File: config.mk
export PLATFORM = sky130hd
export DESIGN_NAME = watchdog_control_status
export DESIGN_NICKNAME = d
export VERILOG_FILES = /design/src/include/wdt_ctrl_pkg.sv /design/src/hdl/watchdog_control_status.sv
export SDC_FILE = /design/constraint.sdc
export NUM_CORES = 1
export LEC_CHECK = 0
export BUFFER_PORTS_ARGS = -buffer_cell sky130_fd_sc_hd__buf_2
export CAP_MARGIN = 20
export CORE_MARGIN = 2
export CORE_UTILIZATION = 38
export DETAILED_ROUTE_END_ITERATION = 8
export PLACE_DENSITY = 0.7
export SYNTH_ARGS = -nofsm -noshare
export SYNTH_HDL_FRONTEND = slang
export SYNTH_SLANG_ARGS = --single-unit
File: constraint.sdc
create_clock -name clk -period 2.6 [get_ports clk]
set_clock_uncertainty 0.2 [all_clocks]
set_input_delay 0.39 -clock clk [delete_from_list [all_inputs] [get_ports clk]]
set_output_delay 0.39 -clock clk [all_outputs]
set_load 0.02 [all_outputs]
File: src/include/wdt_ctrl_pkg.sv
// Constants, field positions and carrier types for the watchdog control and status block.
// Assumes an 8-bit special function register port with one-cycle write strobes from the core.
package wdt_ctrl_pkg;
	localparam logic [7:0] ADDR_KEY      = 8'hC7;
	localparam logic [7:0] ADDR_RESTART  = 8'hD7;
	localparam logic [7:0] ADDR_CONTROL  = 8'hD8;
	localparam logic [7:0] KEY_FIRST     = 8'hAA;
	localparam logic [7:0] KEY_SECOND    = 8'h55;
	localparam int         UNLOCK_CYCLES = 3;
	localparam int         BIT_POWER_UP  = 6;
	localparam int         BIT_TIMEOUT   = 3;
	localparam int         BIT_WDT_RESET = 2;
	localparam int         BIT_RST_EN    = 1;
	localparam int         BIT_RESTART   = 0;
	localparam int         BIT_LOADER    = 0;

	typedef struct packed {
		logic       wr;
		logic [7:0] addr;
		logic [7:0] wdata;
	} sfr_req_t;

	typedef struct packed {
		logic power_up;
		logic timeout;
		logic wdt_reset;
		logic rst_en;
	} wdt_flags_t;
endpackage : wdt_ctrl_pkg

File: src/hdl/watchdog_control_status.sv
// Watchdog control and status registers with timed-access write protection.
// Assumes the core presents SFR writes as one-cycle strobes and distinguishes its reset causes.
`timescale 1ns/1ns
`default_nettype none
module watchdog_control_status #(
	parameter int UNLOCK_WINDOW = wdt_ctrl_pkg::UNLOCK_CYCLES
) (
	input  wire logic                  clk,
	input  wire logic                  rstn,
	input  wire wdt_ctrl_pkg::sfr_req_t sfr_req,
	input  wire logic [7:0]            sfr_addr_rd,
	output logic [7:0]                 sfr_rdata,
	input  wire logic                  power_on_reset,
	input  wire logic                  external_reset,
	input  wire logic                  wdt_timeout,
	output logic                       counter_restart,
	output logic                       wdt_reset_req,
	output logic                       restart_from_loader,
	output wdt_ctrl_pkg::wdt_flags_t   flags
);
	import wdt_ctrl_pkg::*;

	// The window counter is four bits wide, and a zero window could never be used
	if (UNLOCK_WINDOW < 1 || UNLOCK_WINDOW > 15) begin : g_window_check
		$error("UNLOCK_WINDOW out of range");
	end

	// Bit positions that exist in each register; all others read as zero
	localparam logic [7:0] CONTROL_USED = 8'h4F;
	localparam logic [7:0] RESTART_USED = 8'h01;

	logic       key_half_r;
	logic       key_half_nxt;
	logic [3:0] window_r;
	logic [3:0] window_nxt;
	logic       unlocked;
	logic       key_first_seen;
	logic       key_second_seen;
	logic       wr_key;
	logic       wr_restart;
	logic       wr_control;
	logic       prot_wr;
	logic       prot_control;
	logic       prot_restart;
	logic       power_up_r;
	logic       power_up_nxt;
	logic       timeout_r;
	logic       timeout_nxt;
	logic       wdt_reset_r;
	logic       wdt_reset_nxt;
	logic       rst_en_r;
	logic       rst_en_nxt;
	logic       restart_r;
	logic       restart_nxt;
	logic       loader_r;
	logic       loader_nxt;
	logic       wdt_cause;
	logic [7:0] control_bits;
	logic [7:0] control_view;
	logic [7:0] restart_bits;
	logic [7:0] restart_view;

	assign wr_key          = sfr_req.wr && sfr_req.addr == ADDR_KEY;
	assign wr_restart      = sfr_req.wr && sfr_req.addr == ADDR_RESTART;
	assign wr_control      = sfr_req.wr && sfr_req.addr == ADDR_CONTROL;
	assign key_first_seen  = wr_key && sfr_req.wdata == KEY_FIRST;
	assign key_second_seen = wr_key && sfr_req.wdata == KEY_SECOND;
	assign unlocked        = window_r != 4'h0;
	assign prot_wr         = (wr_control || wr_restart) && unlocked;
	assign prot_control    = prot_wr && wr_control;
	assign prot_restart    = prot_wr && wr_restart;

	// Second key byte must follow the first in the very next cycle
	always_comb begin
		key_half_nxt = key_first_seen;
	end

	always_ff @(posedge clk or negedge rstn) begin
		if (!rstn) begin
			key_half_r <= 1'b0;
		end else begin
			key_half_r <= key_half_nxt;
		end
	end

	// One protected write per unlock; the window closes on use or on expiry
	always_comb begin
		window_nxt = window_r;
		if (key_half_r && key_second_seen) begin
			window_nxt = 4'(UNLOCK_WINDOW);
		end else if (prot_wr) begin
			window_nxt = 4'h0;
		end else if (unlocked) begin
			window_nxt = window_r - 4'h1;
		end
	end

	always_ff @(posedge clk or negedge rstn) begin
		if (!rstn) begin
			window_r <= 4'h0;
		end else begin
			window_r <= window_nxt;
		end
	end

	// A reset is caused only while enabled; the cause is latched in the flag below
	assign wdt_cause     = wdt_timeout && rst_en_r;
	assign wdt_reset_req = wdt_cause;

	// Power-up flag: hardware only ever sets it
	always_comb begin
		power_up_nxt = power_up_r;
		if (power_on_reset) begin
			power_up_nxt = 1'b1;
		end else if (prot_control && !external_reset) begin
			power_up_nxt = sfr_req.wdata[BIT_POWER_UP];
		end
	end

	always_ff @(posedge clk or negedge rstn) begin
		if (!rstn) begin
			power_up_r <= 1'b1;
		end else begin
			power_up_r <= power_up_nxt;
		end
	end

	// Time-out flag; a time-out in the clearing cycle wins over the clear
	always_comb begin
		timeout_nxt = timeout_r;
		if (power_on_reset || external_reset) begin
			timeout_nxt = 1'b0;
		end else if (wdt_timeout) begin
			timeout_nxt = 1'b1;
		end else if (prot_control) begin
			timeout_nxt = sfr_req.wdata[BIT_TIMEOUT];
		end
	end

	always_ff @(posedge clk or negedge rstn) begin
		if (!rstn) begin
			timeout_r <= 1'b0;
		end else begin
			timeout_r <= timeout_nxt;
		end
	end

	// Watchdog-reset flag; external reset keeps it, write is unprotected
	always_comb begin
		wdt_reset_nxt = wdt_reset_r;
		if (power_on_reset) begin
			wdt_reset_nxt = 1'b0;
		end else if (wdt_cause) begin
			wdt_reset_nxt = 1'b1;
		end else if (wr_control && !external_reset) begin
			wdt_reset_nxt = sfr_req.wdata[BIT_WDT_RESET];
		end
	end

	always_ff @(posedge clk or negedge rstn) begin
		if (!rstn) begin
			wdt_reset_r <= 1'b0;
		end else begin
			wdt_reset_r <= wdt_reset_nxt;
		end
	end

	// Reset enable survives external and watchdog resets
	always_comb begin
		rst_en_nxt = rst_en_r;
		if (power_on_reset) begin
			rst_en_nxt = 1'b0;
		end else if (prot_control && !external_reset) begin
			rst_en_nxt = sfr_req.wdata[BIT_RST_EN];
		end
	end

	always_ff @(posedge clk or negedge rstn) begin
		if (!rstn) begin
			rst_en_r <= 1'b0;
		end else begin
			rst_en_r <= rst_en_nxt;
		end
	end

	// Restart strobe reads back as 1 for one cycle, then clears itself
	always_comb begin
		restart_nxt = 1'b0;
		if (!power_on_reset && !external_reset) begin
			restart_nxt = prot_control && sfr_req.wdata[BIT_RESTART];
		end
	end

	always_ff @(posedge clk or negedge rstn) begin
		if (!rstn) begin
			restart_r <= 1'b0;
		end else begin
			restart_r <= restart_nxt;
		end
	end
	assign counter_restart = restart_r;

	// Restart region is kept through power-on, external and watchdog resets; only rstn or a protected write of 0 clears it
	always_comb begin
		loader_nxt = loader_r;
		if (prot_restart) begin
			loader_nxt = sfr_req.wdata[BIT_LOADER];
		end
	end

	always_ff @(posedge clk or negedge rstn) begin
		if (!rstn) begin
			loader_r <= 1'b0;
		end else begin
			loader_r <= loader_nxt;
		end
	end
	assign restart_from_loader = loader_r;

	assign flags = '{power_up: power_up_r, timeout: timeout_r, wdt_reset: wdt_reset_r, rst_en: rst_en_r};

	// Raw register images before the reserved positions are masked
	always_comb begin
		control_bits                = 8'h00;
		control_bits[BIT_POWER_UP]  = power_up_r;
		control_bits[BIT_TIMEOUT]   = timeout_r;
		control_bits[BIT_WDT_RESET] = wdt_reset_r;
		control_bits[BIT_RST_EN]    = rst_en_r;
		control_bits[BIT_RESTART]   = restart_r;
	end

	always_comb begin
		restart_bits             = 8'h00;
		restart_bits[BIT_LOADER] = loader_r;
	end

	// Masking per bit keeps reserved positions low even if an image grows a bit
	for (genvar i = 0; i < 8; i++) begin : g_read_mask
		assign control_view[i] = CONTROL_USED[i] ? control_bits[i] : 1'b0;
		assign restart_view[i] = RESTART_USED[i] ? restart_bits[i] : 1'b0;
	end

	// The write-only key register and unmapped addresses read as zero
	always_comb begin
		sfr_rdata = 8'h00;
		unique case (sfr_addr_rd)
			ADDR_CONTROL: begin
				sfr_rdata = control_view;
			end
			ADDR_RESTART: begin
				sfr_rdata = restart_view;
			end
			default: begin
				sfr_rdata = 8'h00;
			end
		endcase
	end
endmodule : watchdog_control_status
`default_nettype wire

## Word level (Yosys, flattened, before mapping)

Index checks and enable logic that the tools add are counted.
W data, S select, Z words.

| word-level totals | value |
|---|---|
| register bits after elaboration | 11 |
| output and inout port bits | 15 |
| logic and storage cells | 54 |

| cells by class | value |
|---|---|
| add/sub/neg operators | 1 |
| equal/unequal tests | 7 |
| mux-type cells | 15 |
| reductions and logical operators | 23 |

Operators with widths:

| cell | number |
|---|---|
| $eq A8 B8 Y1 const B | 6 |
| $logic_and A1 B1 Y1 | 14 |
| $pmux W7 S2 | 1 |
| $mux W4 | 3 |
| $mux W1 | 11 |
| $reduce_bool A3 Y1 | 3 |
| $eq A8 B7 Y1 const B | 1 |
| $reduce_bool A4 Y1 | 1 |
| $sub A4 B1 Y4 const B | 1 |
| $logic_not A1 Y1 | 2 |
| $logic_or A1 B1 Y1 | 2 |
| $reduce_bool A2 Y1 | 1 |

## Logic depth before layout (Yosys ltp)

| depth | value |
|---|---|
| depth in word-level cells | 8 |
| gate-level depth with buffers | 7 |
| mapped depth without buffers | 6 |

## Least setup slack after synthesis

Ideal clock, no wire load.

| timing path | value |
|---|---|
| path type | in2out |
| start | in sfr_addr_rd[5] |
| end | out sfr_rdata[0] |
| arrival | 1.270 ns |
| slack | 0.740 ns |
| stages on the path | 4 |
| path buffers | 0 |
| path through | nand4b_1 nor4_1 nand2_1 o21ai_0 |

| on the way | value |
|---|---|
| cells in the longest elaborated chain, start to end | 2 |

RTL lines:

| element | RTL line | text |
|---|---|---|
| start: declaration | watchdog_control_status.sv:11 | `input wire logic [7:0] sfr_addr_rd,` |
| $eq A8 B8 Y1 | watchdog_control_status.sv:246 | `unique case (sfr_addr_rd)` |
| $pmux W7 S2 * | watchdog_control_status.sv:246 |  |
| end: declaration | watchdog_control_status.sv:12 | `output logic [7:0] sfr_rdata,` |

Every way passes the cells marked *; elsewhere a longest branch is shown, timed or not.

## Final worst setup path

Same ends and word-level chain as after synthesis.

==> summary.md <==
| Metric | Value |
|---|---|
| Fin. Hold Viols | 0 |
| Worst setup SP type | input port |
| Crit path max-delay family | simple AND/OR/NAND/NOR gates |
| Post-CTS Setup Bufs | 0 |
| Synth cell types | 38 |
| Crit path required time | 2.01 ns |
| Die W | 49.2 um |
| R2R Setup Slk | 0.71 ns |
| Max Root-Sink Buffers | 2 |
| Gr usage total | 14.5% |
| Die height | 49.2 um |
| Clock Latency Late Sink | 0.26 ns |
| Critical Path Max Stage Delay | 0.48 ns |
| Final min period | 2.12 ns |
| Total congestion overflow | 0 |
| Slowest cell on crit path | nor4_1 |
| Register area | 277 um^2 |
| Final setup viols | 0 |
| Setup TNS | 0 ns |
| Post-DP HPWL | 1.44 mm |
| RePlAce Congestion | 0.775 |
| Share of flip-flops with an asynchronous set or reset | 100% |
| Sequential element share of the synthesized area | 35.6% |
| Synthesized flop and latch total | 11 |
| Nets@finish | 151 |
| Drt first pass iters | 4 |
| PD cells | 523 nW/um^2 |
| Cts bufs inserted | 3 |
| Overall power | 521 uW |
| Post-Route WL | 1.71 mm |
| Clock root cell | clkbuf_4 |
| Worst path buffer plus inverter count | 2 |
| Clock Sinks | 11 |
| Post-synthesis cell count | 80 |
| Core area | 1940 um^2 |
| DR iter-0 viols | 23 |
| Most Frequent Cell on Critical Path | buf_2 |
| Main flop type after synthesis | dfrtp_1 |
| Mapped Avg Cell Area | 9.70 um^2 |
| VDD IR max | 0.000398 V |
| I/O pin total | 45 |
| Fmax | 472 MHz |
| DR WL/cell | 11.7 um |
| PostCTS Resize Cnt | 0 |
| N_diodes | 0 |
| Hold buffers post-CTS | 1 |
| Crit-path max FO | 5 |
| Worst Setup Path Type | input port to primary output |
| Via/cell ratio | 5.06 |
| Final hold slack | 0.134 ns |
| Initial antenna violation count | 0 |
| First-pass GRT wire length | 2.75 mm |
| Fraction of layout cells with a size suffix above 1 | 43.7% |
| Vias in the first global route | 676 |
| Max Cap Viol | 0 |
| CTS tree | yes |
| Post-Syn Area | 776 um^2 |
| Worst Max-Slew Pin Slew | 0.522 ns |
| Critical Path End Type | primary output |
| Ys Warns | 0 |
| Largest net degree at the start of global routing | 12 |
| Antenna-violating nets left | 0 |
| I/O Buffers | 41 |
| Fill cells | 193 |
| H-tree Lvls | 1 |
| Leak | 0.000506 uW |
| Worst Hold Class | input port to register |
| Footprint of the multi-input gates | 433 um^2 |
| Final worst path period share | 81.5% |
| Syn-to-layout area delta | 28.4% |
| Rows | 16 |
| Initial core utilization | 39.9% |
| Post-synth EDFFs | 0 |
| Drt drc | 0 |
| Worst-path cell chain | buf_2, nand4b_1, nor4_1, nand2_1, o21ai_0, buf_2 |
| Critical Path AT | 1.53 ns |
| Total number of vias | 739 |
| Unrepaired setup endpoints after global routing | no |
| Worst-path clk slew | 0.07 ns |
| Die ar. | 2420 um^2 |
| Status | finished, final reports clean |
| Slew HR | 64.9% |
| Fin. max-slew vios | 0 |
## metal layers
layer  part of all wire (%)  vias up  track usage (%)
met5                      0        -                0
li1                       -      359                -
met1                     44      335             18.9
met4                    2.3        0             5.71
met2                     47       41             24.3
met3                    6.7        4             1.84
## cells in the final DEF (no fill, tap or decap), types with 3 or more instances in the layout
cell type	instances
and2_1	4
conb_1	3
nor3_1	5
buf_2	41
nand4b_1	3
inv_1	3
mux2i_1	3
nor2_1	4
nand2_1	5
dfrtp_1	10
clkbuf_4	3
nand2b_1	3
## flip-flops by register name (all words and copies together), names as in the netlist
| register | cells |
|---|---|
| window_r | 4 |
| counter_restart | 1 |
| key_half_r | 1 |
| power_up_r | 1 |
| restart_from_loader | 1 |
| rst_en_r | 1 |
| timeout_r | 1 |
| wdt_reset_r | 1 |
## power by group
part	internal (uW)	switching [uW]
Sequential	207	22.3
Clock	59.3	56.4
Combinational	87.1	88.1
Total	354	167
## cell usage after synthesis, drive strengths merged, types with 2 or more instances
| master | instances | area (um^2) |
|---|---|---|
| inv | 3 | 11.3 |
| nor4 | 2 | 18.8 |
| o211ai | 2 | 15.0 |
| nand4b | 3 | 26.3 |
| mux2i | 3 | 30.0 |
| and2 | 4 | 25.0 |
| xnor2 | 2 | 17.5 |
| nor3 | 5 | 25.0 |
| nand2 | 5 | 18.8 |
| nor4b | 2 | 32.5 |
| nor2 | 4 | 15.0 |
| and4b | 2 | 21.3 |
| nand4 | 3 | 25.0 |
| dfrtp | 10 | 250 |
| buf | 9 | 62.6 |
| nand2b | 3 | 18.8 |
| nor4bb | 2 | 20.0 |
## path summary, 6_finish.rpt
kind / depth (start not counted) / endpoint / start
max: 6 / sfr_rdata[0] / sfr_addr_rd[5]
min: 2 / timeout_r$_DFFE_PN0P_ / external_reset
max reg2reg: 5 / restart_from_loader$_DFFE_PN0P_ / window_r[0]$_DFFE_PN0P_
min reg2reg: 1 / window_r[0]$_DFFE_PN0P_ / window_r[0]$_DFFE_PN0P_
max in group asynchronous: 2 / power_up_r$_DFFE_PN1P_ / rstn
min in group asynchronous: 2 / key_half_r$_DFF_PN0_ / rstn
## kinds of logic (layout without fill, tap and decap cells)
family	after synthesis	after routing	share of synthesized area, %
and+or+nand+nor	44	44	40.8
buffers and inverters	12	49	9.52
adders and majority gates	1	1	1.61
DFF	11	11	35.6
other	1	3	0.483
xor gates and xnor gates	2	2	2.26
AOI/OAI and AO/OA	5	5	4.35
muxes	4	4	5.32
## per-stage QoR
step	cells	util, %	setup slack (ns)	area (um^2)
floorplan	82	-	0.740	783
global placement	141	49.4	0.495	960
detailed placement	141	49.4	0.447	960
CTS	146	51.3	0.444	996
global route	146	51.3	0.298	996
finish	146	51.3	0.480	996
## final cells by class
class / count / area share (%)
Tap cell: 27 / 3.39
Clock buffer: 4 / 2.64
Multi-Input combinational cell: 59 / 43.5
Inverter: 3 / 1.13
Sequential cell: 11 / 27.8
Timing Repair Buffer: 42 / 21.6
No activity file was read; power rests on OpenSTA's default activity.
